--- src/logic/adc_ctrl_pkg.sv ---
// Package: register map, field layout, reset values and timing for the
// converter result and clock control block.
// Assumes a 32-bit AXI4-Lite register bus and a 20 MHz bus clock.
package adc_ctrl_pkg;

  localparam int unsigned ADDR_W = 4;
  localparam logic [ADDR_W-1:0] OFS_STATUS_CONTROL = 4'h0;
  localparam logic [ADDR_W-1:0] OFS_RESULT_HIGH = 4'h4;
  localparam logic [ADDR_W-1:0] OFS_RESULT_LOW = 4'h8;
  localparam logic [ADDR_W-1:0] OFS_CLOCK_MODE = 4'hc;

  // Status/control layout.
  localparam int unsigned SC_CHAN_LSB = 0;
  localparam int unsigned SC_CONT_BIT = 5;
  localparam int unsigned SC_FLAG_BIT = 7;
  localparam logic [4:0] CHAN_OFF = 5'h1f;
  localparam logic [4:0] SC_CHAN_RESET = 5'h1f;

  // Clock/mode layout.
  localparam int unsigned CK_ICLK_BIT = 0;
  localparam int unsigned CK_MODE_LSB = 1;
  localparam int unsigned CK_LSMP_BIT = 3;
  localparam int unsigned CK_DIV_LSB = 4;
  localparam int unsigned CK_LPC_BIT = 6;
  localparam int unsigned CK_ACLK_BIT = 7;
  localparam logic [7:0] CLOCK_MODE_RESET = 8'h00;

  typedef enum logic [1:0] {
    MODE_8_SW = 2'b00,
    MODE_10_SW = 2'b01,
    MODE_RSVD = 2'b10,
    MODE_10_HW = 2'b11
  } result_mode_t;

  // Sample phase in half converter cycles, as printed: 3.5 and 23.5.
  localparam int unsigned SHORT_SAMPLE_HALF = 7;
  localparam int unsigned LONG_SAMPLE_HALF = 47;
  // Whole converter-clock ticks, rounded up from the half-cycle figure.
  localparam logic [4:0] SHORT_SAMPLE_TICKS = 5'((SHORT_SAMPLE_HALF + 1) / 2);
  localparam logic [4:0] LONG_SAMPLE_TICKS = 5'((LONG_SAMPLE_HALF + 1) / 2);

  localparam logic [1:0] RESP_OKAY = 2'b00;
  localparam logic [1:0] RESP_SLVERR = 2'b10;

endpackage

--- src/logic/result_if.sv ---
// Interface: carries conversion results and read strobes between the
// control top and the result register pair.
// Assumes all signals are on the one bus clock.
`timescale 1ns/1ps
`default_nettype none
interface result_if;
  logic load;
  logic [9:0] value;
  logic mode8;
  logic read_high;
  logic read_low;
  logic [7:0] high_byte;
  logic [7:0] low_byte;
  logic locked;

  modport ctrl (output load, output value, output mode8, output read_high,
                output read_low, input high_byte, input low_byte,
                input locked);
  modport regs (input load, input value, input mode8, input read_high,
                input read_low, output high_byte, output low_byte,
                output locked);
endinterface
`default_nettype wire

--- src/logic/result_regs.sv ---
// Result register pair with the high-then-low read interlock.
// Assumes value is already rounded to the selected width.
`timescale 1ns/1ps
`default_nettype none
module result_regs (
  input wire logic aclk,
  input wire logic aresetn,
  result_if.regs rif
);
  logic locked_reg;
  logic take;

  // A high read in a 10-bit mode freezes both bytes until the low read.
  assign take = rif.load && (!locked_reg || rif.mode8);
  assign rif.locked = locked_reg;

  always_ff @(posedge aclk) begin
    if (!aresetn) begin
      locked_reg <= 1'b0;
    end else if (rif.read_low || rif.mode8) begin
      locked_reg <= 1'b0;
    end else if (rif.read_high) begin
      locked_reg <= 1'b1;
    end
  end

  always_ff @(posedge aclk) begin
    if (!aresetn) begin
      rif.high_byte <= 8'h00;
      rif.low_byte <= 8'h00;
    end else if (take) begin
      // Only bits 9:8 reach the high byte; the rest read zero.
      rif.high_byte <= {6'h00, rif.mode8 ? 2'b00 : rif.value[9:8]};
      rif.low_byte <= rif.value[7:0];
    end
  end
endmodule // result_regs
`default_nettype wire

--- src/logic/clock_divider.sv ---
// Divides the selected input-clock tick stream by 1, 2, 4 or 8.
// Assumes src_tick is a one-cycle pulse on the bus clock.
`timescale 1ns/1ps
`default_nettype none
module clock_divider #(
  parameter int unsigned CNT_W = 3
) (
  input wire logic aclk,
  input wire logic aresetn,
  input wire logic clear,
  input wire logic src_tick,
  input wire logic [1:0] ratio_code,
  output logic conv_tick
);
  logic [CNT_W-1:0] count_reg;
  logic [CNT_W-1:0] limit;

  // Code n divides by two to the n.
  assign limit = CNT_W'((1 << ratio_code) - 1);
  assign conv_tick = src_tick && (count_reg >= limit);

  always_ff @(posedge aclk) begin
    if (!aresetn || clear) begin
      count_reg <= '0;
    end else if (conv_tick) begin
      count_reg <= '0;
    end else if (src_tick) begin
      count_reg <= count_reg + 1'b1;
    end
  end
endmodule // clock_divider
`default_nettype wire

--- src/logic/adc_ctrl.sv ---
// Converter result and clock control: AXI4-Lite registers, clock source
// selection, divider, sample sequencing and result transfer.
// Assumes the analog core runs on aclk enables and that the alternate and
// asynchronous clock sources arrive as slow level pins.
//
// What this block does
// - High result byte loads its top bits each completion; unused bits zero.
// - Reading the high byte freezes both result bytes until low byte read.
// - Results finishing while frozen are thrown away.
// - Eight-bit mode has no high/low read interlock.
// - Low result byte loads its low bits each completion, under interlock.
// - Low-power bit selects reduced-power, slower converter configuration.
// - Divider codes 00..11 divide the input clock by 1, 2, 4, 8.
// - Without async clock, select bit picks bus clock (1) or alternate (0).
// - Converter clock is the selected input clock over the divide ratio.
// - Mode 00 8-bit software, 01 10-bit software, 11 10-bit hardware.
// - Reset sets eight-bit software-triggered mode.
// - Results round to the selected width of 8 or 10 bits.
// - Long-sample bit gives 23.5 cycles sampling, else 3.5 cycles; the block counts 24 and 4 converter ticks.
// - Async enable uses async source, runs in stop, generator only converting.
// - Without async enable, conversions do not continue in stop mode.
// - Complete flag sets per conversion; cleared by control write or low read.
// - Control write aborts and restarts conversion unless channel is all ones.
// - Continuous mode ends on reset, stop without async enable, clock-register write, control write.
`timescale 1ns/1ps
`default_nettype none
module adc_ctrl (
  input wire logic aclk,
  input wire logic aresetn,
  // AXI4-Lite slave.
  input wire logic [3:0] s_axi_awaddr,
  input wire logic s_axi_awvalid,
  output logic s_axi_awready,
  input wire logic [31:0] s_axi_wdata,
  input wire logic [3:0] s_axi_wstrb,
  input wire logic s_axi_wvalid,
  output logic s_axi_wready,
  output logic [1:0] s_axi_bresp,
  output logic s_axi_bvalid,
  input wire logic s_axi_bready,
  input wire logic [3:0] s_axi_araddr,
  input wire logic s_axi_arvalid,
  output logic s_axi_arready,
  output logic [31:0] s_axi_rdata,
  output logic [1:0] s_axi_rresp,
  output logic s_axi_rvalid,
  input wire logic s_axi_rready,
  // System side.
  input wire logic stop_mode,
  input wire logic hw_trigger,
  input wire logic alt_clk_pin,
  input wire logic async_clk_pin,
  // Analog core side.
  input wire logic [9:0] core_result,
  input wire logic core_done,
  output logic [4:0] core_channel,
  output logic core_sample,
  output logic core_convert,
  output logic converter_clock,
  output logic low_power_config,
  output logic async_clock_run
);

  ////////////////////////////////////////////////////////////////////////////
  // Registers and bus handshake.

  typedef enum logic [1:0] {
    SEQ_IDLE,
    SEQ_ARMED,
    SEQ_SAMPLE,
    SEQ_CONVERT
  } seq_state_t;

  logic [4:0] channel_select_reg;
  logic continuous_convert_reg;
  logic conversion_complete_flag_reg;
  logic [7:0] clock_mode_reg;
  seq_state_t seq_reg;
  logic [4:0] sample_cnt_reg;

  logic wr_fire;
  logic rd_fire;
  logic sc_write;
  logic ck_write;
  logic done_evt;
  logic [31:0] rd_value;
  logic rd_ok;

  result_if rif ();

  function automatic logic is_mapped(input logic [3:0] addr);
    is_mapped = (addr == adc_ctrl_pkg::OFS_STATUS_CONTROL) ||
                (addr == adc_ctrl_pkg::OFS_RESULT_HIGH) ||
                (addr == adc_ctrl_pkg::OFS_RESULT_LOW) ||
                (addr == adc_ctrl_pkg::OFS_CLOCK_MODE);
  endfunction

  // Address and data are taken together, so there is no half-write state.
  assign wr_fire = s_axi_awvalid && s_axi_wvalid && !s_axi_bvalid;
  assign s_axi_awready = wr_fire;
  assign s_axi_wready = wr_fire;
  assign s_axi_arready = !s_axi_rvalid;
  assign rd_fire = s_axi_arvalid && !s_axi_rvalid;

  // Registers are one byte wide; only lane 0 writes them.
  assign sc_write = wr_fire && s_axi_wstrb[0] &&
                    (s_axi_awaddr == adc_ctrl_pkg::OFS_STATUS_CONTROL);
  assign ck_write = wr_fire && s_axi_wstrb[0] &&
                    (s_axi_awaddr == adc_ctrl_pkg::OFS_CLOCK_MODE);

  assign rif.read_high = rd_fire &&
                         (s_axi_araddr == adc_ctrl_pkg::OFS_RESULT_HIGH);
  assign rif.read_low = rd_fire &&
                        (s_axi_araddr == adc_ctrl_pkg::OFS_RESULT_LOW);

  always_ff @(posedge aclk) begin
    if (!aresetn) begin
      s_axi_bvalid <= 1'b0;
      s_axi_bresp <= adc_ctrl_pkg::RESP_OKAY;
    end else if (wr_fire) begin
      s_axi_bvalid <= 1'b1;
      s_axi_bresp <= is_mapped(s_axi_awaddr) ? adc_ctrl_pkg::RESP_OKAY
                                             : adc_ctrl_pkg::RESP_SLVERR;
    end else if (s_axi_bready) begin
      s_axi_bvalid <= 1'b0;
    end
  end

  always_comb begin
    rd_value = 32'h0000_0000;
    rd_ok = 1'b1;
    case (s_axi_araddr)
      adc_ctrl_pkg::OFS_STATUS_CONTROL: begin
        rd_value[adc_ctrl_pkg::SC_FLAG_BIT] = conversion_complete_flag_reg;
        rd_value[adc_ctrl_pkg::SC_CONT_BIT] = continuous_convert_reg;
        rd_value[adc_ctrl_pkg::SC_CHAN_LSB +: 5] = channel_select_reg;
      end
      adc_ctrl_pkg::OFS_RESULT_HIGH: rd_value[7:0] = rif.high_byte;
      adc_ctrl_pkg::OFS_RESULT_LOW: rd_value[7:0] = rif.low_byte;
      adc_ctrl_pkg::OFS_CLOCK_MODE: rd_value[7:0] = clock_mode_reg;
      default: rd_ok = 1'b0;
    endcase
  end

  always_ff @(posedge aclk) begin
    if (!aresetn) begin
      s_axi_rvalid <= 1'b0;
      s_axi_rdata <= 32'h0000_0000;
      s_axi_rresp <= adc_ctrl_pkg::RESP_OKAY;
    end else if (rd_fire) begin
      s_axi_rvalid <= 1'b1;
      s_axi_rdata <= rd_value;
      s_axi_rresp <= rd_ok ? adc_ctrl_pkg::RESP_OKAY
                           : adc_ctrl_pkg::RESP_SLVERR;
    end else if (s_axi_rready) begin
      s_axi_rvalid <= 1'b0;
    end
  end

  always_ff @(posedge aclk) begin
    if (!aresetn) begin
      clock_mode_reg <= adc_ctrl_pkg::CLOCK_MODE_RESET;
    end else if (ck_write) begin
      clock_mode_reg <= s_axi_wdata[7:0];
    end
  end

  always_ff @(posedge aclk) begin
    if (!aresetn) begin
      channel_select_reg <= adc_ctrl_pkg::SC_CHAN_RESET;
    end else if (sc_write) begin
      channel_select_reg <= s_axi_wdata[adc_ctrl_pkg::SC_CHAN_LSB +: 5];
    end
  end

  ////////////////////////////////////////////////////////////////////////////
  // Clock/mode fields.

  logic async_clock_enable;
  logic iclk_bus;
  logic long_sample_select;
  logic [1:0] clock_divide_ratio;
  adc_ctrl_pkg::result_mode_t mode;
  logic stop_halt;

  assign async_clock_enable = clock_mode_reg[adc_ctrl_pkg::CK_ACLK_BIT];
  assign iclk_bus = clock_mode_reg[adc_ctrl_pkg::CK_ICLK_BIT];
  assign long_sample_select = clock_mode_reg[adc_ctrl_pkg::CK_LSMP_BIT];
  assign clock_divide_ratio = clock_mode_reg[adc_ctrl_pkg::CK_DIV_LSB +: 2];
  assign mode = adc_ctrl_pkg::result_mode_t'(
                  clock_mode_reg[adc_ctrl_pkg::CK_MODE_LSB +: 2]);
  assign low_power_config = clock_mode_reg[adc_ctrl_pkg::CK_LPC_BIT];
  // Stop only halts work when the bus-derived clocks would vanish.
  assign stop_halt = stop_mode && !async_clock_enable;

  ////////////////////////////////////////////////////////////////////////////
  // Clock source selection.

  logic alt_meta_reg;
  logic alt_sync_reg;
  logic alt_prev_reg;
  logic async_meta_reg;
  logic async_sync_reg;
  logic async_prev_reg;
  logic alt_tick;
  logic async_tick;
  logic src_tick;
  logic conv_tick;
  logic converting;

  always_ff @(posedge aclk) begin
    if (!aresetn) begin
      alt_meta_reg <= 1'b0;
      alt_sync_reg <= 1'b0;
      alt_prev_reg <= 1'b0;
      async_meta_reg <= 1'b0;
      async_sync_reg <= 1'b0;
      async_prev_reg <= 1'b0;
    end else begin
      alt_meta_reg <= alt_clk_pin;
      alt_sync_reg <= alt_meta_reg;
      alt_prev_reg <= alt_sync_reg;
      async_meta_reg <= async_clk_pin;
      async_sync_reg <= async_meta_reg;
      async_prev_reg <= async_sync_reg;
    end
  end

  assign alt_tick = alt_sync_reg && !alt_prev_reg;
  assign async_tick = async_sync_reg && !async_prev_reg;

  always_comb begin
    if (async_clock_enable) begin
      src_tick = async_tick;
    end else if (iclk_bus) begin
      src_tick = !stop_mode;
    end else begin
      src_tick = alt_tick && !stop_mode;
    end
  end

  assign converting = (seq_reg == SEQ_SAMPLE) || (seq_reg == SEQ_CONVERT);
  // The asynchronous generator is kept off between conversions to save power.
  assign async_clock_run = async_clock_enable && converting;

  clock_divider #(
    .CNT_W(3)
  ) u_div (
    .aclk(aclk),
    .aresetn(aresetn),
    .clear(ck_write),
    .src_tick(src_tick),
    .ratio_code(clock_divide_ratio),
    .conv_tick(conv_tick)
  );

  assign converter_clock = conv_tick;

  ////////////////////////////////////////////////////////////////////////////
  // Conversion sequencer.

  logic start_req;
  logic trig_ok;
  logic [4:0] sample_len;

  // A channel of all ones turns the converter off instead of starting it.
  assign start_req = sc_write &&
      (s_axi_wdata[adc_ctrl_pkg::SC_CHAN_LSB +: 5] != adc_ctrl_pkg::CHAN_OFF);
  assign trig_ok = (mode != adc_ctrl_pkg::MODE_10_HW) || hw_trigger;
  assign sample_len = long_sample_select ? adc_ctrl_pkg::LONG_SAMPLE_TICKS
                                         : adc_ctrl_pkg::SHORT_SAMPLE_TICKS;
  assign done_evt = (seq_reg == SEQ_CONVERT) && core_done;

  always_ff @(posedge aclk) begin
    if (!aresetn) begin
      continuous_convert_reg <= 1'b0;
    end else if (sc_write) begin
      continuous_convert_reg <= s_axi_wdata[adc_ctrl_pkg::SC_CONT_BIT];
    end else if (ck_write || stop_halt) begin
      continuous_convert_reg <= 1'b0;
    end
  end

  always_ff @(posedge aclk) begin
    if (!aresetn) begin
      seq_reg <= SEQ_IDLE;
      sample_cnt_reg <= 5'h00;
    end else if (sc_write) begin
      // A new control write aborts whatever was running.
      seq_reg <= start_req ? SEQ_ARMED : SEQ_IDLE;
      sample_cnt_reg <= 5'h00;
    end else if (ck_write || stop_halt) begin
      seq_reg <= SEQ_IDLE;
      sample_cnt_reg <= 5'h00;
    end else begin
      case (seq_reg)
        SEQ_IDLE: sample_cnt_reg <= 5'h00;
        SEQ_ARMED: begin
          if (trig_ok) begin
            seq_reg <= SEQ_SAMPLE;
            sample_cnt_reg <= 5'h00;
          end
        end
        SEQ_SAMPLE: begin
          if (conv_tick) begin
            if (sample_cnt_reg == sample_len - 5'h01) begin
              seq_reg <= SEQ_CONVERT;
            end
            sample_cnt_reg <= sample_cnt_reg + 5'h01;
          end
        end
        SEQ_CONVERT: begin
          if (core_done) begin
            seq_reg <= continuous_convert_reg ? SEQ_ARMED : SEQ_IDLE;
          end
        end
        default: seq_reg <= SEQ_IDLE;
      endcase
    end
  end

  assign core_channel = channel_select_reg;
  assign core_sample = (seq_reg == SEQ_SAMPLE);
  assign core_convert = (seq_reg == SEQ_CONVERT);

  ////////////////////////////////////////////////////////////////////////////
  // Completion flag and result transfer.

  always_ff @(posedge aclk) begin
    if (!aresetn) begin
      conversion_complete_flag_reg <= 1'b0;
    end else if (done_evt) begin
      // The set wins when a completion meets a clearing access.
      conversion_complete_flag_reg <= 1'b1;
    end else if (sc_write || rif.read_low) begin
      conversion_complete_flag_reg <= 1'b0;
    end
  end

  function automatic logic [9:0] round_result(input logic [9:0] raw,
                                              input logic to8);
    logic [8:0] sum;
    sum = {1'b0, raw[9:2]} + {8'h00, raw[1]};
    if (!to8) begin
      round_result = raw;
    end else if (sum[8]) begin
      round_result = 10'h0ff;
    end else begin
      round_result = {2'b00, sum[7:0]};
    end
  endfunction

  assign rif.mode8 = (mode == adc_ctrl_pkg::MODE_8_SW);
  assign rif.load = done_evt;
  assign rif.value = round_result(core_result, rif.mode8);

  result_regs u_res (
    .aclk(aclk),
    .aresetn(aresetn),
    .rif(rif)
  );

endmodule // adc_ctrl
`default_nettype wire

--- config.mk ---
export PLATFORM = sky130hd
export DESIGN_NAME = adc_ctrl
export DESIGN_NICKNAME = d
export VERILOG_FILES = /design/src/logic/adc_ctrl_pkg.sv /design/src/logic/result_if.sv /design/src/logic/result_regs.sv /design/src/logic/clock_divider.sv /design/src/logic/adc_ctrl.sv
export SDC_FILE = /design/constraint.sdc
export NUM_CORES = 1
export LEC_CHECK = 0
export ABC_AREA = 1
export BUFFER_PORTS_ARGS = -buffer_cell sky130_fd_sc_hd__buf_4
export CAP_MARGIN = 0
export CELL_PAD_IN_SITES_DETAIL_PLACEMENT = 1
export CELL_PAD_IN_SITES_GLOBAL_PLACEMENT = 1
export CORE_MARGIN = 2
export CORE_UTILIZATION = 32
export CTS_BUF_LIST = sky130_fd_sc_hd__clkbuf_4
export DETAILED_ROUTE_END_ITERATION = 6
export PLACE_DENSITY = 0.78
export REMOVE_ABC_BUFFERS = 1
export SETUP_SLACK_MARGIN = 0.15
export SLEW_MARGIN = 20
export SYNTH_ARGS = -nofsm -noshare
export SYNTH_HDL_FRONTEND = slang
export SYNTH_HIERARCHICAL = 1
export SYNTH_SLANG_ARGS = --single-unit
export TNS_END_PERCENT = 100
--- constraint.sdc ---
create_clock -name aclk -period 1.8 [get_ports aclk]
set_input_delay 0.45 -clock aclk [delete_from_list [all_inputs] [get_ports aclk]]
set_output_delay 0.45 -clock aclk [all_outputs]
set_load 0.02 [all_outputs]
# After elaboration in Yosys (flattened, before gate mapping)
# Cells that the tools add are included.
# W data, S select, Z words.
word_totals:
  elab_cells: 130
  mem_bits_ro: 0
  ff_bits: 56
  output_inout_bits: 51
  latch_bits: 0
  mem_bits_rw: 0
  in_bits: 66
  memories: 0
classes:
  n_div: 0
  n_mul: 0
  n_bitwise: 1
  muxes: 32
  add_sub_neg: 5
  n_eq_ne: 18
  order_cmp: 1
  shift: 1
  n_reduce_logical: 51
ops:
  columns: ["operator", "count"]
  rows:
  - ["$pmux W6 S4", 1]
  - ["$mux W2", 9]
  - ["$logic_and A1 B1 Y1", 17]
  - ["$eq A4 B4 Y1 const B", 4]
  - ["$mux W5", 3]
  - ["$pmux W5 S3", 1]
  - ["$mux W1", 13]
  - ["$logic_or A1 B1 Y1", 10]
  - ["$mux W10", 1]
  - ["$add A8 B1 Y9", 1]
  - ["$eq A4 B3 Y1 const B", 2]
  - ["$logic_not A1 Y1", 8]
  - ["$logic_not A4 Y1", 2]
  - ["$mux W8", 1]
  - ["$ne A4 B1 Y1 const B", 2]
  - ["$reduce_bool A2 Y1", 4]
  - ["$pmux W2 S3", 1]
  - ["$add A5 B1 Y5 const B", 1]
  - ["$eq A5 B5 Y1", 1]
  - ["$ne A5 B5 Y1 const B", 1]
  - ["$reduce_and A5 Y1", 1]
  - ["$reduce_bool A5 Y1", 1]
  - ["$sub A5 B1 Y5 const B", 1]
  - ["$eq A2 B2 Y1 const B", 2]
  - ["other kinds (18)", 21]

# Depth between registers and ports, before layout
# Gate-level depths: netlist of the first run.
depth:
  depth_word: 10
  ltp_mapped: 17
  ltp_nobuf: 17

# Cells and area by module
# The synthesis of the first run kept the hierarchy.
by_module_without_submodules:
  columns: ["mod", "area_each_um2", "n_inst", "cells_each"]
  rows:
  - ["adc_ctrl", 2431.1, 1, 362]
  - ["result_regs", 545.5, 1, 77]
  - ["clock_divider", 232.7, 1, 31]

# Worst setup path before layout of the first run
# OpenSTA, ideal clock, no wires.
synth_timing:
  path_kind: "register to register"
  startpoint: "reg clock_mode_reg[4]"
  endpoint: "reg sample_cnt_reg[0]"
  arrival_ns: 1.825
  path_buffers: 0
  setup_slack_ns: -0.143
  synth_period_minus_slack_ns: 1.943
  required_ns: 1.682
  stages_incl_launch_ff: 16
  path_cell_list: "dfxtp_1 -> or2_2 -> ha_1 -> inv_1 -> nand2_1 -> nand2_1 -> nand2_1 -> nand2_1 -> inv_1 -> inv_1 -> nand2_4 -> nand2_2 -> nor2_4 -> inv_2 -> o21ai_0 -> nor2_1"
synth_between:
  elab_chain_cells: 6
synth_lines:
  columns: ["element", "line_no", "text"]
  rows:
  - ["start, declared", "adc_ctrl.sv:77", "logic [7:0] clock_mode_reg;"]
  - ["start signal, assigned", "adc_ctrl.sv:162", "clock_mode_reg <= adc_ctrl_pkg::CLOCK_MODE_RESET;"]
  - ["start signal, assigned", "adc_ctrl.sv:164", "clock_mode_reg <= s_axi_wdata[7:0];"]
  - ["$shl A1 B2 Y3", "clock_divider.sv:19", "assign limit = CNT_W'((1 << ratio_code) - 1);"]
  - ["$sub A3 B2 Y3", "clock_divider.sv:19", null]
  - ["$ge A3 B3 Y1", "clock_divider.sv:20", "assign conv_tick = src_tick && (count_reg >= limit);"]
  - ["$logic_and A1 B1 Y1", "clock_divider.sv:20", null]
  - ["named net converter_clock", "adc_ctrl.sv:59", "output logic converter_clock,"]
  - ["$ne A2 B1 Y1 (no line)", null, null]
  - ["$reduce_and A3 Y1 (no line)", null, null]
  - ["end signal, assigned", "adc_ctrl.sv:309", "sample_cnt_reg <= sample_cnt_reg + 5'h01;"]
  - ["end, declared", "adc_ctrl.sv:79", "logic [4:0] sample_cnt_reg;"]
# The timed path passes the listed nets, and every way through them passes these cells.
# A chain may end at the register's enable or synchronous reset.

# Final worst setup path of the first run
layout_timing:
  startpoint: "reg clock_mode_reg[5]"
  endpoint: "out converter_clock"
layout_between:
  elab_chain_cells: 4
layout_lines:
  columns: ["element", "line_no"]
  rows:
  - ["$shl A1 B2 Y3", "clock_divider.sv:19"]
  - ["$sub A3 B2 Y3", "clock_divider.sv:19"]
  - ["$ge A3 B3 Y1", "clock_divider.sv:20"]
  - ["$logic_and A1 B1 Y1", "clock_divider.sv:20"]
  - ["end, declared", "adc_ctrl.sv:59"]
# Every way passes these cells.

==> results summary, run 1 <==
The run finished, with violations left. The final reports fail on setup timing. Total power for the finished layout comes to roughly 2.4 mW.

The startpoint of the most critical setup path is clock_mode_reg[5]. The half-perimeter wire length of the detailed placement result came out at 6946 um. The number of iterations in the first detailed-routing pass is 4. Between clock sinks in the finished design, the worst skew comes to around 0.016 ns. The clock tree root buffer cell is clkbuf_4.

The via count normalized by instance count came out at about 4.7. The static leakage came out at around 1.9 nW. The die covers approximately 11,000 um2. The total count of hold-check failures in the final report came out at 0. The final critical-path required period came out at approximately 2.1 ns. The total CTS buffers came out at 5.

The dominant synthesized flop cell is dfxtp_1. The total vias in the final route is about 3,200. The biggest area contributor in the post-synthesis netlist is dfxtp_1. The count of nets after finishing is between 600 and 700. After synthesis, the share of flip-flops with an asynchronous set or reset is 0%. The detailed-route wire length per cell came out at 13.77 um. The count of cells along the worst register-to-register path is 16.

The startpoint of the worst-slack reg-to-reg timing path is clock_mode_reg[5]. The number of failing setup endpoints in the final timing report is 8. The cell that appears most often on the critical path is nand2_1. The starting DRC count in detailed routing is between 90 and 100. The initial antenna violation count was 0. The startpoint-to-endpoint class of the critical path is flip-flop to primary output.

The placement-stage cell area is between 3000 and 4000 um2. The weighted congestion reported at the end of routability-driven placement came out at roughly 0.78. By instance count, the leading cell after synthesis is nand2_1. The largest individual stage delay along the critical path comes from the cell dfxtp_2.

The setup TNS came out at -1.946 ns. The worst stage delay on the critical path came out at roughly 0.38 ns. The height of the die came out at between 100 and 150 um.

STA puts the critical path data required time at between 1 and 1.5 ns. The site row count came out at 36. The total global routing track utilization came out at between 10% and 20%. The proportion of netlist area held by the largest area contributor is between 30% and 40%. The end point of the critical path is converter_clock. Based on the critical path, the design can be clocked at up to about 0.47 GHz. STA classifies the critical path endpoint as a primary output. The DRC violation count after routing is 0. 0 antenna diodes ended up in the layout. After floorplanning, the core was sized to cover between 9000 and 10,000 um2. The number of fillers in the final layout is 1,291.

The netlist uses 37 different library cells. In this run the tool buffered the top-level ports with 63 buffer cells. The effective utilization at floorplan is approximately 33%. The worst-case register-to-register setup slack is -0.26 ns. The overflow left after global routing is 0. Setup repair after global routing could not meet its margin everywhere. The capture point of the worst reg-to-reg path is seq_reg[1]. The count of nets left with antenna violations once routing finished came out at 0.

The synthesized design contains 54 register bits. The maximum number of pins on one net before global-route repair is 32. The area of the multi-input gates came out at roughly 1800 um2. The largest fanout on the critical path is 3. Summing every instance area after synthesis gives ~3200 um2. Of the available clock period, the critical path in the final layout requires 118.7%. The count of hold buffers inserted by post-cts repair came out at 0.

The post-layout utilization of the core is between 40% and 50%. The commonest cells after synthesis are nand2_1 (75), inv_1 (62), nor2_1 (58), dfxtp_1 (54), nand3_1 (44). The setup slack of the critical path after layout came out at -0.3369 ns. The area occupied by registers came out at about 1100 um2.

The reported max-cap violation count came out at 0. During synthesis, Yosys emitted a total of 6 warnings. The path class of the tightest hold or removal check is input pin to flip-flop. The first global-routing pass estimated ~15,000 um of wire.

The final instance count without filler cells came out at 681. The number of enable flip-flop cells after synthesis is 0. The worst setup path is launched from a flip-flop.

During I/O placement, the number of pins put on the boundary was roughly 120. Power spread over the standard cell area amounts to around 600 nW/um2. The worst-case IR drop observed on VDD is between 200 and 250 uV. The pre-CTS worst setup slack came out at -0.2773 ns.

From synthesis to final layout, the design area changed by 25.81%. The clock sink count came out at 54. The per-instance average area after synthesis is ~6.8 um2. The finished layout cell area is 4038 um2. The cell count after synthesis came out at 470. The total number of H-tree levels came out at 2. The final hold slack is roughly 0.23 ns. The count of final max-slew check failures came to 0. Counting tap cells, the placed design contains a total of between 600 and 700 instances.

The later-pin clock latency in the skew report came out at approximately 0.39 ns. The overall die width came out at 104.1 um. The via count of the first global-routing pass came out at about 3,200.

Wires add up to ~9400 um. The TritonCTS clock tree is built. Traced cell by cell, the critical path runs through buf_6 -> nand2_2 -> ha_4 -> nand2_1 -> inv_1 -> nand2_1 -> nand2_1 -> nand2_2 -> inv_2 -> buf_6. The fraction of layout cells with a size suffix above 1 is ~27%. The sequential cell area fraction in the yosys report came out at between 30% and 40%.

The clock slew at the register clock pins of the worst setup and hold paths came out at 0.16 ns. By area the synthesized netlist is led by dfxtp_1 (34%), nand2_1 (8.8%), buf_4 (8.2%). The number of buffers between clock root and the deepest sink is 2. For the worst setup path, the data arrival time is about 1.7 ns.
-- layer usage --
metal  vias up  GRT usage, %  wire length, um
li1       1580             -                -
met1      1502         20.67             4142
met2        77         30.87             4749
met3        17         1.817              273
met4         0         5.695              210
met5         -             0                0
-- area by class of cell --
type	instances	share of cell area (%)
flip-flops and latches	54	26.96
clock buffers	6	1.116
clock inverters	2	0.9297
inverters	68	6.570
multi-input cells	333	43.94
well taps	133	4.121
repair buffers	85	16.36
-- critical path: cells and delay by family, from the launching register on --
| kind | cells | cell delay (ns) |
|---|---|---|
| DFF | 1 | 0.38 |
| and+or+nand+nor | 5 | 0.31 |
| adders and majority gates | 1 | 0.28 |
| buffers and inverters | 4 | 0.32 |
-- power by group --
group / switching (mW) / internal [mW] / leakage, nW
clock network: 0.407 / 0.309 / 0.0419
logic: 0.279 / 0.172 / 1.40
registers: 0.0163 / 1.22 / 0.440
total: 0.703 / 1.70 / 1.88
-- layout by cell type, fill, tap and decap left out, types with 4 or more instances in the layout --
cell type / synthesis / routed
buf_4: 35 / 79
nand2_1: 75 / 69
inv_1: 62 / 55
nor2_1: 58 / 55
dfxtp_1: 54 / 50
nand3_1: 44 / 41
a21oi_1: 39 / 35
o21ai_0: 37 / 35
conb_1: 2 / 32
inv_2: 4 / 9
nand2_2: 3 / 7
nor2_4: 4 / 6
clkbuf_4: 0 / 6
buf_6: 4 / 6
nor2_2: 4 / 5
xor2_1: 5 / 5
nand2_4: 2 / 4
nand3_2: 1 / 4
o21ai_1: 3 / 4
a21oi_2: 1 / 4
-- how the worst min path moves through the flow --
stage / start / end / slack, ns / depth (start not counted)
2_1_floorplan: alt_meta_reg / alt_sync_reg / 0.39 / 2
3_3_place_gp: async_meta_reg / async_sync_reg / 0.39 / 2
3_5_place_dp: async_meta_reg / async_sync_reg / 0.41 / 2
4_1_cts: async_clk_pin / async_meta_reg / 0.22 / 3
5_1_grt: alt_clk_pin / alt_meta_reg / 0.22 / 3
6_report: async_clk_pin / async_meta_reg / 0.23 / 3
-- kinds of logic after synthesis --
family,synth area share (%)
muxes,0.3119
and+or+nand+nor,27.99
DFF,33.68
buffers and inverters,18.48
AOI/OAI and AO/OA,13.88
adders and majority gates,2.729
other,0.2340
xor gates and xnor gates,2.690
-- timing repair --
item | in CTS | in global routing
endpoints found under the setup margin | 12 | 22
setup buffers | 4 | 5
gates resized for setup | 24 | 26
pin swaps | 15 | 11
Power figures use the tool's default switching activity.
==> run 2, diff against run 1 <==
CELL_PAD_IN_SITES_DETAIL_PLACEMENT = 0   (was 1)
SKIP_CTS_REPAIR_TIMING = 1   (was default)
SKIP_LAST_GASP = 1   (was default)
==> results summary, run 2 (synthesis gave the netlist of run 1 again) <==
The via count normalized by instance count came out at roughly 4.4. The maximum achievable frequency is a little under 0.5 GHz. The checks that failed: setup timing. Summed over all layers, the routed wires come to 7617 um. The count of final max-slew check failures came out at 0. The core region is a little under 10,000 um2. The total number of H-tree levels came out at 2. The height of the die came out at around 100 um. The number of antenna-violating nets in the routed design came out at 0. IR analysis of the VDD net gives a maximum drop of around 270 uV. The worst-case register-to-register setup slack is -0.16 ns. The number of failing setup endpoints in the final timing report is 8. The hold-critical path depth is 3. The number of fillers in the final layout came out at 1,062. In this run the worst path has a maximum fanout of 2. The part of the cycle the worst path needs is 115.0%. In this run the critical register-to-register path is launched from clock_mode_reg[4].

The total global routing track utilization came out at between 10% and 20%. For this run, the number of standard cells in the final layout without fillers is 674. The first-pass GRT wire length came out at approximately 12,000 um. Summing all multi-input logic gate instances after layout gives 1772 um2. The top cell types in the final layout, fill and taps aside, are buf_4 (75), nand2_1 (69), inv_1 (56), nor2_1 (55), dfxtp_1 (50). The area occupied by registers came out at between 1000 and 1500 um2.

The total CTS buffers came out at 5. The startpoint-to-endpoint class of the critical path is flip-flop to primary output. The data arrival time of the critical path is 1.62 ns. approximately 120 I/O pins were placed.

For this design the ratio of total power to cell area is around 560 nW/um2. After detailed routing, the met3 layer carries between 200 and 300 um of wire. Setup repair after global routing could not meet its margin everywhere.

The initial antenna violation count was 0. Tracing the worst setup path back leads to its startpoint at clock_mode_reg[4]. The endpoint kind of the worst setup timing path is a primary output. Summing over every cut layer, the via total after detailed routing is 2,972.

The static leakage is ~1.8 nW. The clock sink count came out at 54. The detailed router used layers up to and including met4. The overflow left after global routing is 0. The worst register-to-register path ends at sample_cnt_reg[1]. Compared with the post-synthesis result, the final layout area differs by 23.08%. The startpoint class of the critical path is a flip-flop. The clock passes through at most 2 buffers. The total count of hold-check failures in the final report is 0. The repair_antennas step left the layout with diodes totalling 0. The clock slew at the register clock pins of the worst setup and hold paths is 0.14 ns. Detailed routing placed a total of between 3000 and 4000 um of wire on met2. The clock tree root buffer cell is clkbuf_4. The tool flagged a number of max-cap violations equal to 0. The half-perimeter wire length of the detailed placement result came out at ~6000 um. The largest clock skew in the final design came out at about 0.020 ns. The most frequent standard cell in the layout excluding fill and tap cells is buf_4. The detailed-route wire length per cell is 11.30 um. The starting DRC count in detailed routing came out at between 90 and 100. The setup slack of the critical path after layout is -0.2702 ns. The clock reaches the later pin of the worst-skew pair after 0.37 ns. The flow ran to the end, but the final reports show violations. For the worst setup path, the data required time is roughly 1.4 ns. TritonCTS built the clock tree. Entering global routing, the biggest net connects 32 pins. The via count of the first global-routing pass came to between 2,000 and 3,000. In this run the tool buffered the top-level ports with 63 buffer cells. In this run the worst setup path terminates at converter_clock.

The number of instances in the placed design came out at 664. Measured in cells, the most critical reg-to-reg path has a length of 18. The final layout contains between 600 and 700 nets. The final critical-path required period is 2.070 ns. The number of iterations in the first detailed-routing pass came out at 4. The routed length on met1 came out at ~3800 um. The effective utilization at floorplan came out at between 30% and 40%. The site row count is 36.

The post-route netlist has between 20% and 30% of its cells at a drive strength greater than 1. In this run the worst hold path is classified as input pin to flip-flop. The overall die width came out at about 100 um.

The final hold slack is 0.2631 ns. The weighted congestion reported at the end of routability-driven placement came out at around 0.78. For this run, design rule violations remaining after detail routing come to 0. The full die area came out at roughly 11,000 um2.
run 2: changes by cell type in the layout (fill, tap and decap cells not counted), sizes merged:
cell	before	now
clkinvlp	1	0
bufinv	1	0
clkbuf	6	7
buf	85	79
run 2: area by class of cell:
class,instances,area share (%)
Sequential cell,54,27.56
Clock buffer,7,1.330
Inverter,68,6.652
Tap cell,133,4.213
Timing Repair Buffer,79,15.39
Multi-Input combinational cell,333,44.85
run 2: how the worst min path moves through the flow:
stage                        start              to  slack [ns]
floorplan             alt_meta_reg    alt_sync_reg        0.39
global placement    async_meta_reg  async_sync_reg        0.39
detailed placement  async_meta_reg  async_sync_reg        0.40
CTS                  async_clk_pin  async_meta_reg        0.24
global route         async_clk_pin  async_meta_reg        0.23
finish               async_clk_pin  async_meta_reg        0.26
run 2: routing by layer:
| metal | GRT usage, % | up-vias |
|---|---|---|
| li1 | - | 1577 |
| met1 | 19.11 | 1328 |
| met2 | 22.09 | 65 |
| met3 | 2.193 | 2 |
| met4 | 2.606 | 0 |
| met5 | 0 | - |
run 2: power by group:
group	internal [mW]	switching (mW)
Clock	0.179	0.367
Sequential	1.22	0.0155
Combinational	0.164	0.259
run 2: worst max-delay path, cell delays in order, from the launching register on:
cell	delay, ns
dfxtp_2	0.34
or2_4	0.25
ha_4	0.25
inv_1	0.03
nand2_1	0.04
nand2_1	0.05
nand2_1	0.06
nand2_2	0.06
inv_2	0.06
buf_6	0.11
run 2: per-stage QoR:
step           TNS, ns  total power [mW]  cell area (um2)  utilization (%)  setup slack [ns]
4_1_cts         -1.075             2.198             3776            38.63           -0.3975
5_1_grt         -2.221             2.317             3950            40.41           -0.3917
2_1_floorplan  -0.5937             1.483             2987                -           -0.1431
6_report        -1.029             2.203             3950            40.41           -0.2702
3_3_place_gp    -1.457             1.648             3724            38.10           -0.1761
3_5_place_dp    -1.881             1.652             3724            38.10           -0.2052
